[src/eadf_params.svh]
// timing counts and opcode encodings for the effective address and flag control decoder
`ifndef EADF_PARAMS_SVH
`define EADF_PARAMS_SVH
`define EADF_OP_CARRY_CLEAR 8'hF8
`define EADF_OP_CARRY_INVERT 8'hF5
`define EADF_OP_CARRY_SET 8'hF9
`define EADF_OP_DIR_CLEAR 8'hFC
`define EADF_OP_DIR_SET 8'hFD
`define EADF_OP_IRQ_CLEAR 8'hFA
`define EADF_OP_IRQ_SET 8'hFB
`define EADF_OP_LOCK 8'hF0
`define EADF_OP_HALT 8'hF4
`define EADF_OP_WAIT 8'h9B
`define EADF_OP_NOP 8'h90
`define EADF_FLAG_CYCLES 4'h2
`define EADF_NOP_CYCLES 4'h3
`define EADF_WAIT_CYCLES 4'h6
`define EADF_EA_CYCLES 4'h4
`define EADF_WORD_XFER_CYCLES 4'h4
`define EADF_MOD_REG 2'h3
`define EADF_MOD_NODISP 2'h0
`define EADF_MOD_DISP8 2'h1
`define EADF_MOD_DISP16 2'h2
`define EADF_RM_DIRECT 3'h6
`define EADF_SEG_PREFIX_MASK 8'hE7
`define EADF_SEG_PREFIX_VAL 8'h26
`define EADF_SEG_FIELD_POS 3
`endif

[src/eadf_pkg.sv]
// types shared by the effective address and flag control decoder
package eadf_pkg;
  typedef enum logic [1:0] {
    EADF_SEG_EXTRA,
    EADF_SEG_CODE,
    EADF_SEG_STACK,
    EADF_SEG_DATA
  } eadf_seg_t;

  typedef struct packed {
    logic [15:0] ax;
    logic [15:0] cx;
    logic [15:0] dx;
    logic [15:0] bx;
    logic [15:0] bp;
    logic [15:0] si;
    logic [15:0] di;
  } eadf_regs_t;

  typedef struct packed {
    logic carry;
    logic direction;
    logic irq_enable;
  } eadf_flags_t;

  typedef struct packed {
    logic [15:0] effective_address;
    eadf_seg_t seg;
    logic is_reg;
    logic [2:0] reg_num;
    logic [7:0] byte_reg_val;
    logic [3:0] cycles;
  } eadf_ea_t;
endpackage : eadf_pkg

[src/eadf_decode.sv]
// effective address, segment and processor-control decoder
`timescale 1ns/1ps
`default_nettype none
`include "eadf_params.svh"

module eadf_decode (
  input wire logic clock,
  input wire logic sys_rst,
  input wire logic byte_valid,
  input wire logic [7:0] byte_in,
  input wire eadf_pkg::eadf_regs_t regs,
  input wire logic string_dest,
  input wire logic word_op,
  input wire logic [1:0] mem_xfers,
  input wire logic test_n,
  input wire logic irq_req,
  output logic byte_ready,
  output eadf_pkg::eadf_flags_t flags,
  output logic lock_active,
  output logic halted,
  output logic [3:0] op_cycles,
  output logic op_done,
  output eadf_pkg::eadf_ea_t ea_out,
  output logic ea_valid,
  output logic [5:0] xfer_cycles
);
  typedef enum logic [2:0] {
    ST_OPCODE, ST_MODRM, ST_DISP_LO, ST_DISP_HI, ST_EXEC, ST_WAIT, ST_HALT
  } eadf_state_t;

  function automatic logic [7:0] byte_reg_sel(input logic [2:0] code,
                                              input eadf_pkg::eadf_regs_t r);
    unique case (code)
      3'h0: byte_reg_sel = r.ax[7:0];
      3'h1: byte_reg_sel = r.cx[7:0];
      3'h2: byte_reg_sel = r.dx[7:0];
      3'h3: byte_reg_sel = r.bx[7:0];
      3'h4: byte_reg_sel = r.ax[15:8];
      3'h5: byte_reg_sel = r.cx[15:8];
      3'h6: byte_reg_sel = r.dx[15:8];
      3'h7: byte_reg_sel = r.bx[15:8];
    endcase
  endfunction

  // test pin comes from outside: three stages, change counts when last two agree
  logic [2:0] test_sync_q;
  logic test_low_q;
  logic test_low_d;
  logic [2:0] irq_sync_q;
  logic irq_seen_q;
  logic irq_seen_d;

  eadf_state_t state_q, state_d;
  eadf_pkg::eadf_flags_t flags_q, flags_d;
  eadf_pkg::eadf_seg_t seg_ovr_q, seg_ovr_d;
  eadf_pkg::eadf_ea_t ea_q, ea_d;
  logic ovr_q, ovr_d;
  logic lock_pend_q, lock_pend_d;
  logic lock_q, lock_d;
  logic [1:0] mod_q, mod_d;
  logic [2:0] rm_q, rm_d;
  logic [7:0] disp_lo_q, disp_lo_d;
  logic [3:0] cnt_q, cnt_d;
  logic [3:0] cyc_q, cyc_d;
  logic done_q, done_d;
  logic eav_q, eav_d;
  logic [5:0] xfer_q, xfer_d;
  logic [15:0] base_sum;
  logic [15:0] disp;
  logic uses_bp;

  always_comb begin
    test_low_d = test_low_q;
    if (test_sync_q[2] == test_sync_q[1]) begin
      test_low_d = ~test_sync_q[2];
    end
    irq_seen_d = irq_seen_q;
    if (irq_sync_q[2] == irq_sync_q[1]) begin
      irq_seen_d = irq_sync_q[2];
    end
  end

  always_ff @(posedge clock) begin
    if (sys_rst) begin
      test_sync_q <= 3'h7;
      test_low_q <= 1'b0;
      irq_sync_q <= 3'h0;
      irq_seen_q <= 1'b0;
    end else begin
      test_sync_q <= {test_sync_q[1:0], test_n};
      test_low_q <= test_low_d;
      irq_sync_q <= {irq_sync_q[1:0], irq_req};
      irq_seen_q <= irq_seen_d;
    end
  end

  // address sum follows the mode byte being taken, so mod 00 forms see their own r/m
  always_comb begin
    unique case (rm_d)
      3'h0: base_sum = 16'(regs.bx + regs.si);
      3'h1: base_sum = 16'(regs.bx + regs.di);
      3'h2: base_sum = 16'(regs.bp + regs.si);
      3'h3: base_sum = 16'(regs.bp + regs.di);
      3'h4: base_sum = regs.si;
      3'h5: base_sum = regs.di;
      3'h6: base_sum = regs.bp;
      3'h7: base_sum = regs.bx;
    endcase
    uses_bp = (rm_d == 3'h2) || (rm_d == 3'h3) || (rm_d == 3'h6);
  end

  always_comb begin
    state_d = state_q;
    flags_d = flags_q;
    seg_ovr_d = seg_ovr_q;
    ovr_d = ovr_q;
    lock_pend_d = lock_pend_q;
    lock_d = lock_q;
    mod_d = mod_q;
    rm_d = rm_q;
    disp_lo_d = disp_lo_q;
    cnt_d = cnt_q;
    cyc_d = cyc_q;
    done_d = 1'b0;
    eav_d = 1'b0;
    ea_d = ea_q;
    xfer_d = xfer_q;
    disp = 16'h0000;
    unique case (state_q)
      ST_OPCODE: begin
        if (byte_valid) begin
          if ((byte_in & `EADF_SEG_PREFIX_MASK) == `EADF_SEG_PREFIX_VAL) begin
            ovr_d = 1'b1;
            seg_ovr_d = eadf_pkg::eadf_seg_t'(byte_in[`EADF_SEG_FIELD_POS +: 2]);
          end else begin
            cyc_d = `EADF_FLAG_CYCLES;
            state_d = ST_EXEC;
            unique case (byte_in)
              `EADF_OP_CARRY_CLEAR: flags_d.carry = 1'b0;
              `EADF_OP_CARRY_INVERT: flags_d.carry = ~flags_q.carry;
              `EADF_OP_CARRY_SET: flags_d.carry = 1'b1;
              `EADF_OP_DIR_CLEAR: flags_d.direction = 1'b0;
              `EADF_OP_DIR_SET: flags_d.direction = 1'b1;
              `EADF_OP_IRQ_CLEAR: flags_d.irq_enable = 1'b0;
              `EADF_OP_IRQ_SET: flags_d.irq_enable = 1'b1;
              `EADF_OP_LOCK: lock_pend_d = 1'b1;
              `EADF_OP_HALT: state_d = ST_HALT;
              `EADF_OP_WAIT: begin
                cyc_d = `EADF_WAIT_CYCLES;
                state_d = ST_WAIT;
              end
              `EADF_OP_NOP: cyc_d = `EADF_NOP_CYCLES;
              default: begin
                // any other opcode is taken as carrying a mode byte
                lock_d = lock_pend_q;
                lock_pend_d = 1'b0;
                state_d = ST_MODRM;
              end
            endcase
            cnt_d = 4'h1;
          end
        end
      end
      ST_MODRM: begin
        if (byte_valid) begin
          mod_d = byte_in[7:6];
          rm_d = byte_in[2:0];
          if (byte_in[7:6] == `EADF_MOD_REG || (byte_in[7:6] == `EADF_MOD_NODISP
              && byte_in[2:0] != `EADF_RM_DIRECT)) begin
            state_d = ST_EXEC;
          end else begin
            state_d = ST_DISP_LO;
          end
          cnt_d = 4'h0;
        end
      end
      ST_DISP_LO: begin
        if (byte_valid) begin
          disp_lo_d = byte_in;
          state_d = (mod_q == `EADF_MOD_DISP8) ? ST_EXEC : ST_DISP_HI;
        end
      end
      ST_DISP_HI: begin
        if (byte_valid) begin
          disp_lo_d = disp_lo_q;
          state_d = ST_EXEC;
        end
      end
      ST_EXEC: begin
        cnt_d = 4'(cnt_q + 4'h1);
        if (cnt_q >= cyc_q) begin
          done_d = 1'b1;
          state_d = ST_OPCODE;
          ovr_d = 1'b0;
          lock_d = 1'b0;
        end
      end
      ST_WAIT: begin
        cnt_d = (cnt_q < cyc_q) ? 4'(cnt_q + 4'h1) : cnt_q;
        if (test_low_q && cnt_q >= cyc_q) begin
          done_d = 1'b1;
          state_d = ST_OPCODE;
        end
      end
      ST_HALT: begin
        if (irq_seen_q) begin
          done_d = 1'b1;
          state_d = ST_OPCODE;
        end
      end
    endcase
    // address formation once mode byte and displacement are in hand
    if ((state_q == ST_MODRM && byte_valid && state_d == ST_EXEC)
        || ((state_q == ST_DISP_LO || state_q == ST_DISP_HI) && byte_valid
            && state_d == ST_EXEC)) begin
      if (state_q == ST_DISP_HI) begin
        disp = {byte_in, disp_lo_q};
      end else if (state_q == ST_DISP_LO) begin
        disp = {{8{byte_in[7]}}, byte_in};
      end
      ea_d.is_reg = (mod_d == `EADF_MOD_REG);
      ea_d.reg_num = rm_d;
      ea_d.byte_reg_val = byte_reg_sel(rm_d, regs);
      if (mod_d == `EADF_MOD_REG) begin
        ea_d.effective_address = 16'h0000;
      end else if (mod_d == `EADF_MOD_NODISP && rm_d == `EADF_RM_DIRECT) begin
        ea_d.effective_address = disp;
      end else begin
        ea_d.effective_address = 16'(base_sum + disp);
      end
      if (string_dest) begin
        ea_d.seg = eadf_pkg::EADF_SEG_EXTRA;
      end else if (ovr_q) begin
        ea_d.seg = seg_ovr_q;
      end else if (mod_d != `EADF_MOD_REG && uses_bp
                   && !(mod_d == `EADF_MOD_NODISP && rm_d == `EADF_RM_DIRECT)) begin
        ea_d.seg = eadf_pkg::EADF_SEG_STACK;
      end else begin
        ea_d.seg = eadf_pkg::EADF_SEG_DATA;
      end
      ea_d.cycles = ea_d.is_reg ? 4'h0 : `EADF_EA_CYCLES;
      cyc_d = ea_d.cycles;
      xfer_d = word_op ? 6'(mem_xfers * `EADF_WORD_XFER_CYCLES) : 6'h00;
      eav_d = 1'b1;
    end
  end

  always_ff @(posedge clock) begin
    if (sys_rst) begin
      state_q <= ST_OPCODE;
      flags_q <= '0;
      seg_ovr_q <= eadf_pkg::EADF_SEG_DATA;
      ovr_q <= 1'b0;
      lock_pend_q <= 1'b0;
      lock_q <= 1'b0;
      mod_q <= 2'h0;
      rm_q <= 3'h0;
      disp_lo_q <= 8'h00;
      cnt_q <= 4'h0;
      cyc_q <= 4'h0;
      done_q <= 1'b0;
      eav_q <= 1'b0;
      ea_q <= '0;
      xfer_q <= 6'h00;
    end else begin
      state_q <= state_d;
      flags_q <= flags_d;
      seg_ovr_q <= seg_ovr_d;
      ovr_q <= ovr_d;
      lock_pend_q <= lock_pend_d;
      lock_q <= lock_d;
      mod_q <= mod_d;
      rm_q <= rm_d;
      disp_lo_q <= disp_lo_d;
      cnt_q <= cnt_d;
      cyc_q <= cyc_d;
      done_q <= done_d;
      eav_q <= eav_d;
      ea_q <= ea_d;
      xfer_q <= xfer_d;
    end
  end

  assign byte_ready = (state_q == ST_OPCODE) || (state_q == ST_MODRM)
                      || (state_q == ST_DISP_LO) || (state_q == ST_DISP_HI);
  assign flags = flags_q;
  assign lock_active = lock_q;
  assign halted = (state_q == ST_HALT);
  assign op_cycles = cyc_q;
  assign op_done = done_q;
  assign ea_out = ea_q;
  assign ea_valid = eav_q;
  assign xfer_cycles = xfer_q;
endmodule // eadf_decode
`default_nettype wire

[config.mk]
export PLATFORM = sky130hd
export DESIGN_NAME = eadf_decode
export DESIGN_NICKNAME = d
export VERILOG_FILES = /design/src/eadf_pkg.sv /design/src/eadf_decode.sv
export VERILOG_INCLUDE_DIRS = /design/src
export SDC_FILE = /design/constraint.sdc
export NUM_CORES = 1
export LEC_CHECK = 0
export BUFFER_PORTS_ARGS = -buffer_cell sky130_fd_sc_hd__buf_2
export CORE_MARGIN = 2
export CORE_UTILIZATION = 34
export DETAILED_ROUTE_END_ITERATION = 8
export SLEW_MARGIN = 20
export SYNTH_ARGS = -nofsm -noshare
export SYNTH_HDL_FRONTEND = slang
export SYNTH_SLANG_ARGS = --single-unit
[constraint.sdc]
create_clock -name clock -period 8.8 [get_ports clock]
set_clock_uncertainty 0.15 [all_clocks]
set_input_delay 1.76 -clock clock [delete_from_list [all_inputs] [get_ports clock]]
set_output_delay 1.76 -clock clock [all_outputs]
set_load 0.005 [all_outputs]
Word-level counts from Yosys, hierarchy flattened

Cells that the tools add are included.
W data, S select, Z words.

Muxes and demuxes: 55
Add/subtract/negate cells: 6
Reductions and logical operators: 42
Divide/modulo/power cells: 0
Bitwise operators: 4
Eq/ne operators: 41
Magnitude comparators: 2
Shift-type cells: 0
$mul: 0

Operators by type and width:

| cell                 | count |
|---|---|
| $pmux W16 S8         | 1 |
| $eq A8 B8 Y1 const B | 11 |
| $add A16 B16 Y16     | 5 |
| $mux W16             | 5 |
| $pmux W8 S8          | 1 |
| $mux W3              | 13 |
| $mux W4              | 9 |
| $eq A3 B3 Y1 const B | 8 |
| $pmux W3 S7          | 1 |
| $reduce_and A4 Y1    | 5 |
| $ne A2 B2 Y1 const B | 8 |
| $pmux W4 S4          | 1 |
| $eq A3 B2 Y1 const B | 4 |
| $mux W1              | 11 |
| $reduce_or A11 Y1    | 1 |
| $pmux W1 S2          | 5 |
| $reduce_and A5 Y1    | 2 |
| $reduce_bool A2 Y1   | 5 |
| $reduce_or A10 Y1    | 1 |
| $logic_and A1 B1 Y1  | 9 |
| $pmux W3 S3          | 1 |
| $reduce_or A9 Y1     | 1 |
| $logic_or A1 B1 Y1   | 8 |
| $mux W2              | 4 |
| 20 further kinds     | 30 |

Flip-flop bits (word level): 82
Memories: 0
Word-level logic and storage cells: 176
Bits in latches: 0
Output and inout bits: 52
ROM bits: 0
RAM bits: 0

Logic depth before layout (Yosys ltp)

Gate-level depths: netlist of run 1.

Depth in word-level cells: 13
Gate-level depth with buffers: 28
Depth with buffers taken out: 25

Least setup slack after synthesis of run 1

OpenSTA, ideal clock, no wires.

Kind: input to register
Start point: input byte_in[2]
End point: register ea_q (netlist bit ea_out[33])
Stages: 27
Setup time: 140 ps
Path buffers: 2
Arrival: 6788 ps
Slack: 1723 ps
Data required time: 8510 ps
Cell sequence: clkbuf_1 -> nand3b_1 -> mux2i_4 -> clkbuf_1 -> mux2_2 -> ha_1 -> inv_1 -> fa_1 -> nand3b_1 -> a21boi_0 -> o21ai_0 -> a21boi_0 -> o21a_1 -> nor2_1 -> xnor2_1 -> a221oi_1 -> a21oi_1 -> ha_1 -> a21oi_1 -> nor2b_1 -> a31oi_1 -> a21oi_1 -> o211ai_1 -> and2_1 -> nor3_1 -> a2111oi_0 -> o211ai_1

Longest elaborated chain between the ends: 9
Elaborated cells on any way between the ends: 44
Those cells by class: add/sub (1); eq/ne (21); mux (14); reduce/logical (8)

Ends and longest elaborated chain:

| what                                                                     | RTL line           | text |
|---|---|---|
| start: declaration                                                       | eadf_decode.sv:10  | `input wire logic [7:0] byte_in,` |
| parallel branches: the longest is 9 deep, another holds $add A16 B16 Y16 | --                 |  |
| end signal: assignment                                                   | eadf_decode.sv:263 | `ea_q <= '0;` |
| end signal: assignment                                                   | eadf_decode.sv:279 | `ea_q <= ea_d;` |
| end: declaration                                                         | eadf_decode.sv:56  | `eadf_pkg::eadf_ea_t ea_q, ea_d;` |

Parallel ways; which one is timed is not known. The select of a mux whose other input is x is not followed.
A chain may end at the register's enable or synchronous reset.

Final worst setup path of run 1

Start point: input byte_valid
End point: register ea_q (netlist bit ea_out[33])

Longest elaborated chain between the ends: 7
Elaborated cells on any way between the ends: 30
Those cells by class: add/sub (1); eq/ne (9); mux (12); reduce/logical (8)

Ends and longest elaborated chain:

| what                                       | RTL line           | text |
|---|---|---|
| start: declaration                         | eadf_decode.sv:9   | `input wire logic byte_valid,` |
| $mux W3                                    | eadf_decode.sv:165 | `if (byte_valid) begin` |
| $mux W3                                    | eadf_decode.sv:129 | `unique case (state_q)` |
| $eq A3 B3 Y1, or another cell as far along | eadf_decode.sv:99  | `unique case (rm_d)` |
| $pmux W16 S8                               | eadf_decode.sv:99  |  |
| $add A16 B16 Y16                           | eadf_decode.sv:229 | `ea_d.effective_address = 16'(base_sum + disp);` |
| $mux W16                                   | eadf_decode.sv:226 | `` end else if (mod_d == `EADF_MOD_NODISP && rm_d == `EADF_RM_DIRECT) begin `` |
| $mux W16                                   | eadf_decode.sv:224 | `` if (mod_d == `EADF_MOD_REG) begin `` |

Several ways; a longest one is shown, not always the timed one.

==> flow_summary.json, run 1 <==
{
  "synth-async-reset-ratio": 0,
  "initial_core_util": 0.344,
  "cts_setup_buffers": 0,
  "synth_area_leader_cell": "dfxtp_1",
  "cts-root-buf": "clkbuf_16",
  "final.fill_count": 2208,
  "cts_tree": "done",
  "ys_seq_area_frac": 0.206,
  "hold_viol": 0,
  "outcome": "complete, but fails checks",
  "syn_inst": 952,
  "clk_path_buf_depth": 2,
  "grt_pass1_vias": 7517,
  "yosys.cell_types.count": 70,
  "ant_nets": 0,
  "syn_to_final_growth_pct": 19.7,
  "syn_area_per_cell_um2": 7.54,
  "endpoint_kind": "flop",
  "globalRouteOverflowTotal": 0,
  "cp.required_ns": 8.86,
  "cts_buffers": 9,
  "dp_hpwl_um": 19900,
  "synth_edf_count": 0,
  "yosys.area.top_type_share": 0.206,
  "drt_iter0_markers": 569,
  "violations": "DRC",
  "htree_levels": 3,
  "track_usage": 0.228,
  "worst-endpoint-arrival_ns": 7.52,
  "start_kind": "primary input",
  "drv_cap": 0,
  "finalMaxSlewViolations": 0,
  "rows": 53,
  "worstSkewPairLatency_ns": 0.34,
  "ys_warn_count": 0,
  "finalCritPeriodShare": 0.848,
  "antenna_found_initial": 0,
  "fin_crit_ns": 7.47,
  "hold_buffers": 0,
  "layout-drive-gt1-share": 0.234,
  "clock_sinks": 74,
  "synth_flop_cell": "dfxtp_1",
  "relSlewSlack": 0.367,
  "yosysMostFrequentCell": "nand2_1",
  "gp_congestion": 0.936,
  "setup_tns_ns": 0,
  "dr.pass1.iters": 9,
  "die_w_um": 149,
  "worst_pin_slew_ns": 0.929,
  "cp_max_fo": 12,
  "grt_pass1_wl_um": 40200,
  "ir_drop_v": 0.000104,
  "setup_violations": 0,
  "ios": 181,
  "final_nets": 1284,
  "drc_errors": 4,
  "powerDensity_nw_per_um2": 233,
  "ys_top_cells_by_count": "nand2_1, nor2_1, a21oi_1",
  "leakage_uw": 0.00377,
  "clkTransAtPathRegs_ns": 0.06,
  "fmax_mhz": 134,
  "wl_per_cell_um": 18.4,
  "rsz0062_at_grt": "false",
  "wirelength_um": 25400,
  "dieArea_um2": 22300,
  "crit_type": "primary input to flop",
  "coreArea_um2": 20900,
  "io_buffers": 172,
  "post_drt_via_cell_ratio": 5.63,
  "syn_area_um2": 7180,
  "synth_area_leaders": "dfxtp_1, ha_1, a21oi_1, nand2_1, mux2i_1",
  "synth-seq-cells": 74,
  "grt_max_degree": 59,
  "hold_path.class": "flop to flop",
  "dr_total_vias": 7776,
  "fin_util": 0.411,
  "die_y_um": 149,
  "cts_resized": 0
}
-- critical path, cell delays in order --
cell	delay, ns
buf_2	0.17
nand4bb_4	0.34
mux2i_4	0.48
mux2_2	0.24
ha_1	0.23
inv_1	0.08
fa_1	0.43
nand3b_1	0.20
a21boi_0	0.22
o21ai_0	0.13
a21boi_0	0.35
o21a_1	0.16
nor2_1	0.04
xnor2_1	0.12
a221oi_1	0.28
a21oi_1	0.10
ha_1	0.36
a21oi_1	0.22
nor2b_1	0.07
a31oi_1	0.24
a21oi_1	0.16
o211ai_1	0.29
and2_1	0.20
nor3_1	0.05
a2111oi_0	0.43
o211ai_1	0.14
-- through the flow --
stage               instances  worst slack [ns]  hold WS (ns)  area, um2  power [uW]
detailed placement       1365              1.09         0.267       8270        1600
floorplan                 959              1.72         0.239       7200        1260
global placement         1365              1.25         0.249       8270        1590
finish                   1382              1.33         0.271       8590        2000
CTS                      1381              1.43         0.275       8590        2010
global route             1381             0.914         0.292       8590        2160
-- cell type report --
cell class / instances / area, um2 / share of cell area
multi-input cells: 802 / 5370 / 0.625
flip-flops and latches: 74 / 1480 / 0.172
repair buffers: 187 / 973 / 0.113
well taps: 275 / 344 / 0.0401
clock buffers: 11 / 243 / 0.0283
inverters: 27 / 101 / 0.0118
clock inverters: 5 / 77.6 / 0.00903
diodes: 1 / 2.50 / 0.000291
-- flip-flops by register name, summed over array words and instances, names as in the netlist, 2 cells and up --
signal	count
ea_out	31
disp_lo_q	8
cnt_q	4
flags	3
irq_sync_q	3
op_cycles	3
rm_q	3
state_q	3
test_sync_q	3
mod_q	2
seg_ovr_q	2
xfer_cycles	2
-- power breakdown --
| group | internal, uW | switching, uW | total, uW | leakage [uW] |
|---|---|---|---|---|
| clock network | 255 | 144 | 399 | 0.000156 |
| registers | 399 | 43.1 | 442 | 0.000601 |
| logic | 466 | 692 | 1160 | 0.00302 |
| total | 1120 | 878 | 2000 | 0.00377 |
-- cells in the final DEF (no fill, tap or decap), types with 13 or more instances in the layout --
cell      instances
nand2_1         121
nand3_1          16
mux2_2           34
nor3_1           24
xor2_1           17
o21ai_0          60
xnor2_1          17
mux2i_1          37
dfxtp_1          74
buf_4            15
a221oi_1         18
o21a_1           17
a21o_1           14
a21oi_1          97
nor2b_1          13
a31oi_1          14
buf_2           172
inv_1            27
ha_1             51
nor2_1           99
-- final timing paths --
kind | from | end | slack, ns | cells after the start
setup / recovery | byte_valid | ea_out[33]$_SDFFE_PP0N_ | 1.33 | 26
hold / removal | test_sync_q[0]$_SDFF_PP1_ | test_sync_q[1]$_SDFF_PP1_ | 0.27 | 1
setup reg to reg | state_q[2]$_SDFF_PP0_ | ea_out[33]$_SDFFE_PP0N_ | 2.10 | 25
hold reg to reg | test_sync_q[0]$_SDFF_PP1_ | test_sync_q[1]$_SDFF_PP1_ | 0.27 | 1
-- routing by layer --
metal  GRT usage  wire (um)  vias up
li1            -          -     3766
met1       0.300      11200     3666
met2       0.372      11700      296
met3      0.0437       1780       48
met4      0.0805        740        0
met5           0          0        -
-- cells by family (layout without fill, tap and decap cells) --
group	after synthesis	count (layout)	synth area share
buffers and inverters	83	230	0.0513
adders and majority gates	54	54	0.0973
DFF	74	74	0.206
other	1	9	0.000523
AOI/OAI and AO/OA	292	292	0.260
and+or+nand+nor	335	335	0.217
muxes	79	79	0.127
xor gates and xnor gates	34	34	0.0415
Note: power is estimated with default switching activity, not from simulation.
==> inputs of run 2 (changes only) <==
clock period = 7.33 ns   (was 8.8 ns; I/O delays follow)
==> flow_summary.json, run 2 (same netlist as run 1, synthesis figures left out) <==
{
  "finalMaxSlewViolations": 0,
  "cts_buffers": 9,
  "leakage_uw": 0.00382,
  "dp_hpwl_um": 19700,
  "hp-start": "test_sync_q[0]$_SDFF_PP1_",
  "worst-endpoint-arrival_ns": 6.79,
  "setup_violations": 0,
  "syn_to_final_growth_pct": 21.0,
  "worstSkewPairLatency_ns": 0.35,
  "powerDensity_nw_per_um2": 281,
  "coreArea_um2": 20900,
  "worst_pin_slew_ns": 1.07,
  "hold_path.class": "flop to flop",
  "dr_total_vias": 7813,
  "final_common_cell": "buf_2",
  "crit_end": "ea_out[33]$_SDFFE_PP0N_",
  "grt_pass1_wl_um": 38900,
  "finalCritPeriodShare": 0.918,
  "largest_reg_flops": 31,
  "r2r_start": "state_q[2]$_SDFF_PP0_",
  "wl_per_cell_um": 18.0,
  "wirelength_um": 25000,
  "reg2reg_slack_ns": 1.26,
  "hold_buffers": 0,
  "drv_cap": 0,
  "gp_congestion": 0.933,
  "fin_util": 0.416,
  "initial_core_util": 0.344,
  "post_drt_via_cell_ratio": 5.61,
  "outcome": "finished, final reports clean",
  "crit_path_start": "byte_valid",
  "ios": 181,
  "dieArea_um2": 22300,
  "cp.required_ns": 7.39,
  "setup_ws_ns": 0.601,
  "io_buffers": 172,
  "die_y_um": 149,
  "mostFrequentLayoutCells": "buf_2, nand2_1, nor2_1, a21oi_1, dfxtp_1",
  "cts_setup_buffers": 0,
  "fin_worst_hold_slack_ns": 0.258,
  "die_w_um": 149,
  "clock_sinks": 74,
  "grt_max_degree": 59,
  "drc_errors": 0,
  "place_ws_ns": 0.291,
  "relSlewSlack": 0.279,
  "cts_resized": 0,
  "dr.pass1.iters": 7,
  "final_nets": 1294,
  "reg2reg_to": "ea_out[33]$_SDFFE_PP0N_",
  "gr-usage-met1": 0.305,
  "antenna_found_initial": 1,
  "cts-root-buf": "clkbuf_16",
  "layout-drive-gt1-share": 0.241,
  "ir_drop_v": 0.000135,
  "rows": 53,
  "hold_viol": 0,
  "globalRouteOverflowTotal": 0,
  "endpoint_kind": "flop",
  "final_cell_area_um2": 8690,
  "crit_type": "primary input to flop",
  "drt_iter0_markers": 695,
  "rsz0062_at_grt": "false",
  "cp_max_fo": 16,
  "setup_tns_ns": 0,
  "grt_busiest_layer": "met2",
  "track_usage": 0.224,
  "clk_path_buf_depth": 2,
  "fin_crit_ns": 6.73,
  "grt_util_met3": 0.0379,
  "htree_levels": 3,
  "cts_tree": "done",
  "grt_pass1_vias": 7174,
  "start_kind": "primary input",
  "dpl_cell_area_um2": 8340,
  "fmax_mhz": 149,
  "met2_usage": 0.357,
  "clkTransAtPathRegs_ns": 0.06,
  "reg2regPathDepth": 26,
  "ant_nets": 0
}
[run 2: cell count changes in the layout (fill, tap and decap cells not counted), sizes merged]
cell,previous run,this run
buf,187,197
bufinv,2,3
clkbuf,11,10
clkinv,2,0
clkinvlp,1,2
inv,27,28
[run 2: per-stage QoR]
| stage | power (uW) | instances |
|---|---|---|
| finish | 2440 | 1392 |
| global route | 2630 | 1392 |
| detailed placement | 1930 | 1375 |
| CTS | 2450 | 1391 |
| floorplan | 1510 | 959 |
| global placement | 1920 | 1375 |
[run 2: metal layers]
layer  up-vias  routed length, um
met5         -                  0
met2       323              11300
met4         0                709
li1       3795                  -
met3        52               1920
met1      3643              11100
[run 2: worst max-delay path, stage by stage]
cell and delay (ns):
buf_2 0.15, nand4bb_4 0.12, mux2i_4 0.27, buf_4 0.31, mux2_2 0.23, inv_1 0.05, fa_1 0.39, nand3b_1 0.19
a21boi_0 0.22, o21ai_0 0.13, a21boi_0 0.34, o21a_1 0.16, nor2_1 0.04, xnor2_1 0.12, a221oi_1 0.36, a21oi_1 0.09
ha_1 0.36, a21oi_1 0.21, nor2b_1 0.07, a31oi_1 0.23, a21oi_1 0.15, o211ai_1 0.28, and2_1 0.19, nor3_1 0.05
a2111oi_0 0.44, o211ai_1 0.15
[run 2: layout make-up]
| type | count | area [um2] |
|---|---|---|
| fillers | 2213 | 12200 |
| clock inverters | 6 | 114 |
| inverters | 27 | 101 |
| well taps | 275 | 344 |
| multi-input cells | 802 | 5370 |
| diodes | 1 | 2.50 |
| repair buffers | 197 | 1050 |
| flip-flops and latches | 74 | 1480 |
| clock buffers | 10 | 229 |
[run 2: worst min path at each step]
| stage | end | slack (ns) | depth (start not counted) |
|---|---|---|---|
| 2_1_floorplan | test_sync_q[1]$_SDFF_PP1_ | 0.24 | 1 |
| 3_3_place_gp | test_sync_q[1]$_SDFF_PP1_ | 0.25 | 1 |
| 3_5_place_dp | test_sync_q[1]$_SDFF_PP1_ | 0.25 | 1 |
| 4_1_cts | test_sync_q[1]$_SDFF_PP1_ | 0.26 | 1 |
| 5_1_grt | test_sync_q[1]$_SDFF_PP1_ | 0.27 | 1 |
| 6_report | test_sync_q[1]$_SDFF_PP1_ | 0.26 | 1 |
[run 2: report_power, final]
| part | internal, uW | switching, uW |
|---|---|---|
| Combinational | 571 | 839 |
| Clock | 334 | 178 |
| Sequential | 478 | 40.3 |
==> inputs of run 3 (changes only) <==
BUFFER_PORTS_ARGS = default   (was -buffer_cell sky130_fd_sc_hd__buf_2)
DONT_BUFFER_PORTS = 1   (was default)
==> flow_summary.json, run 3 (same netlist as run 1, synthesis figures left out) <==
{
  "setup_tns_ns": 0,
  "dieArea_um2": 22300,
  "drt_iter0_markers": 719,
  "cts_resized": 0,
  "clock_sinks": 74,
  "cts-root-buf": "clkbuf_16",
  "die_y_um": 149,
  "cts_buffers": 9,
  "initial_core_util": 0.344,
  "grt_pass1_wl_um": 37800,
  "rows": 53,
  "leakage_uw": 0.00303,
  "mostFrequentLayoutCells": "nand2_1, nor2_1, a21oi_1, dfxtp_1, o21ai_0",
  "clkPwrFrac": 0.189,
  "final.fill_count": 2218,
  "worst_pin_slew_ns": 1.09,
  "top_layer": "met4",
  "antennaDiodeCount": 0,
  "wirelength_um": 24600,
  "cts_setup_buffers": 0,
  "final_nets": 1116,
  "wl_met3_um": 2370,
  "switchingPower_uw": 1030,
  "crit_type": "primary input to flop",
  "post-place-cells": 1197,
  "die_w_um": 149,
  "syn_to_final_growth_pct": 7.69,
  "cpLargestDelayFamily": "compound AO/OA/AOI/OAI gates",
  "crit_buf_inv": 2,
  "finalCritPeriodShare": 0.880,
  "dr_wl_met2_um": 11400,
  "clkTransAtPathRegs_ns": 0.07,
  "setup_violations": 0,
  "relSlewSlack": 0.269,
  "start_kind": "primary input",
  "globalRouteOverflowTotal": 0,
  "register_area_um2": 1480,
  "cp.required_ns": 7.40,
  "grt_pass1_vias": 6659,
  "p_int_uw": 1220,
  "rsz0062_at_grt": "false",
  "cpPeakStageDelay_ns": 0.40,
  "comb_power_share": 0.569,
  "ant_nets": 0,
  "layout-drive-gt1-share": 0.0981,
  "endpoint_kind": "flop",
  "post_drt_via_cell_ratio": 5.91,
  "hold_path.class": "flop to flop",
  "hold_viol": 0,
  "cts_tree": "done",
  "antenna_found_initial": 0,
  "p_seq_frac": 0.242,
  "finalNonFillerCells": 1213,
  "hold_buffers": 0,
  "worstSkewPairLatency_ns": 0.34,
  "cp_slowest_cell": "a2111oi_0",
  "crit_top_cell": "a21oi_1",
  "drc_errors": 0,
  "coreArea_um2": 20900,
  "powerDensity_nw_per_um2": 291,
  "fin_worst_hold_slack_ns": 0.284,
  "ios": 181,
  "sw_frac_of_total": 0.458,
  "drv_cap": 0,
  "largest_reg_flops": 31,
  "dr_total_vias": 7165,
  "multi_input_area_um2": 5380,
  "grt_max_degree": 59,
  "wl_per_cell_um": 20.3,
  "dp_hpwl_um": 19100,
  "finalMaxSlewViolations": 0,
  "wl_met1_um": 10300,
  "track_usage": 0.218,
  "ir_drop_v": 0.000148,
  "worst-endpoint-arrival_ns": 6.52,
  "outcome": "finished, final reports clean",
  "htree_levels": 3,
  "gp_congestion": 0.936,
  "fin_crit_ns": 6.45,
  "clk_path_buf_depth": 2,
  "io_buffers": 0,
  "dr.pass1.iters": 7,
  "cp_max_fo": 18,
  "final_common_cell": "nand2_1",
  "fmax_mhz": 155
}
-- run 3: changes by cell type in the layout (fill, tap and decap cells not counted) --
cell       previous run  this run
buf_4                25        19
clkinv_4              0         1
inv_6                 1         4
mux2i_2               2         1
diode_2               1         0
mux2i_4               3         4
bufinv_16             3         0
buf_2               172         0
clkbuf_1              1         0
-- run 3: final timing paths --
path / endpoint / startpoint / depth (start not counted) / slack, ns
max: ea_out[33]$_SDFFE_PP0N_ / byte_in[2] / 25 / 0.88
min: test_sync_q[1]$_SDFF_PP1_ / test_sync_q[0]$_SDFF_PP1_ / 1 / 0.28
max reg2reg: ea_out[33]$_SDFFE_PP0N_ / state_q[2]$_SDFF_PP0_ / 24 / 1.39
min reg2reg: test_sync_q[1]$_SDFF_PP1_ / test_sync_q[0]$_SDFF_PP1_ / 1 / 0.28
-- run 3: cell type report --
| type | count | share of cell area |
|---|---|---|
| clock inverter | 7 | 0.00761 |
| clock buffer | 9 | 0.0291 |
| tap | 275 | 0.0445 |
| multi-input combinational | 802 | 0.695 |
| timing repair buffer | 19 | 0.0185 |
| sequential | 74 | 0.192 |
| inverter | 27 | 0.0131 |
-- run 3: worst reg2reg max path, delay by kind of cell (launching register included) --
family / cells / cell delay (ns)
AO/OA/AOI/OAI: 10 / 2.30
adder cells (fa/ha/maj): 2 / 0.67
buffers and inverters: 4 / 0.84
XOR/XNOR: 1 / 0.12
AND/OR/NAND/NOR: 5 / 0.66
flip-flops: 1 / 0.31
multiplexers: 2 / 0.79
-- run 3: power groups by stage --
stage	clock network, uW	logic [uW]	registers [uW]
5_1_grt	452	1420	557
3_5_place_dp	0	1260	558
2_1_floorplan	0	979	528
6_report	424	1280	544
3_3_place_gp	0	1260	557
4_1_cts	435	1270	549
-- run 3: per-layer routing --
metal,global-route usage,vias to the layer above
li1,-,3427
met1,0.282,3377
met2,0.360,326
met3,0.0596,35
met4,0.0529,0
met5,0,-
-- run 3: per-stage QoR --
step	util	worst slack [ns]	total power, uW	area [um2]
final	0.370	0.877	2250	7730
after floorplan	-	0.547	1510	7200
after CTS	0.370	0.931	2260	7730
after global routing	0.370	0.470	2430	7730
after detailed placement	0.356	0.570	1820	7440
after global placement	0.356	0.610	1810	7440
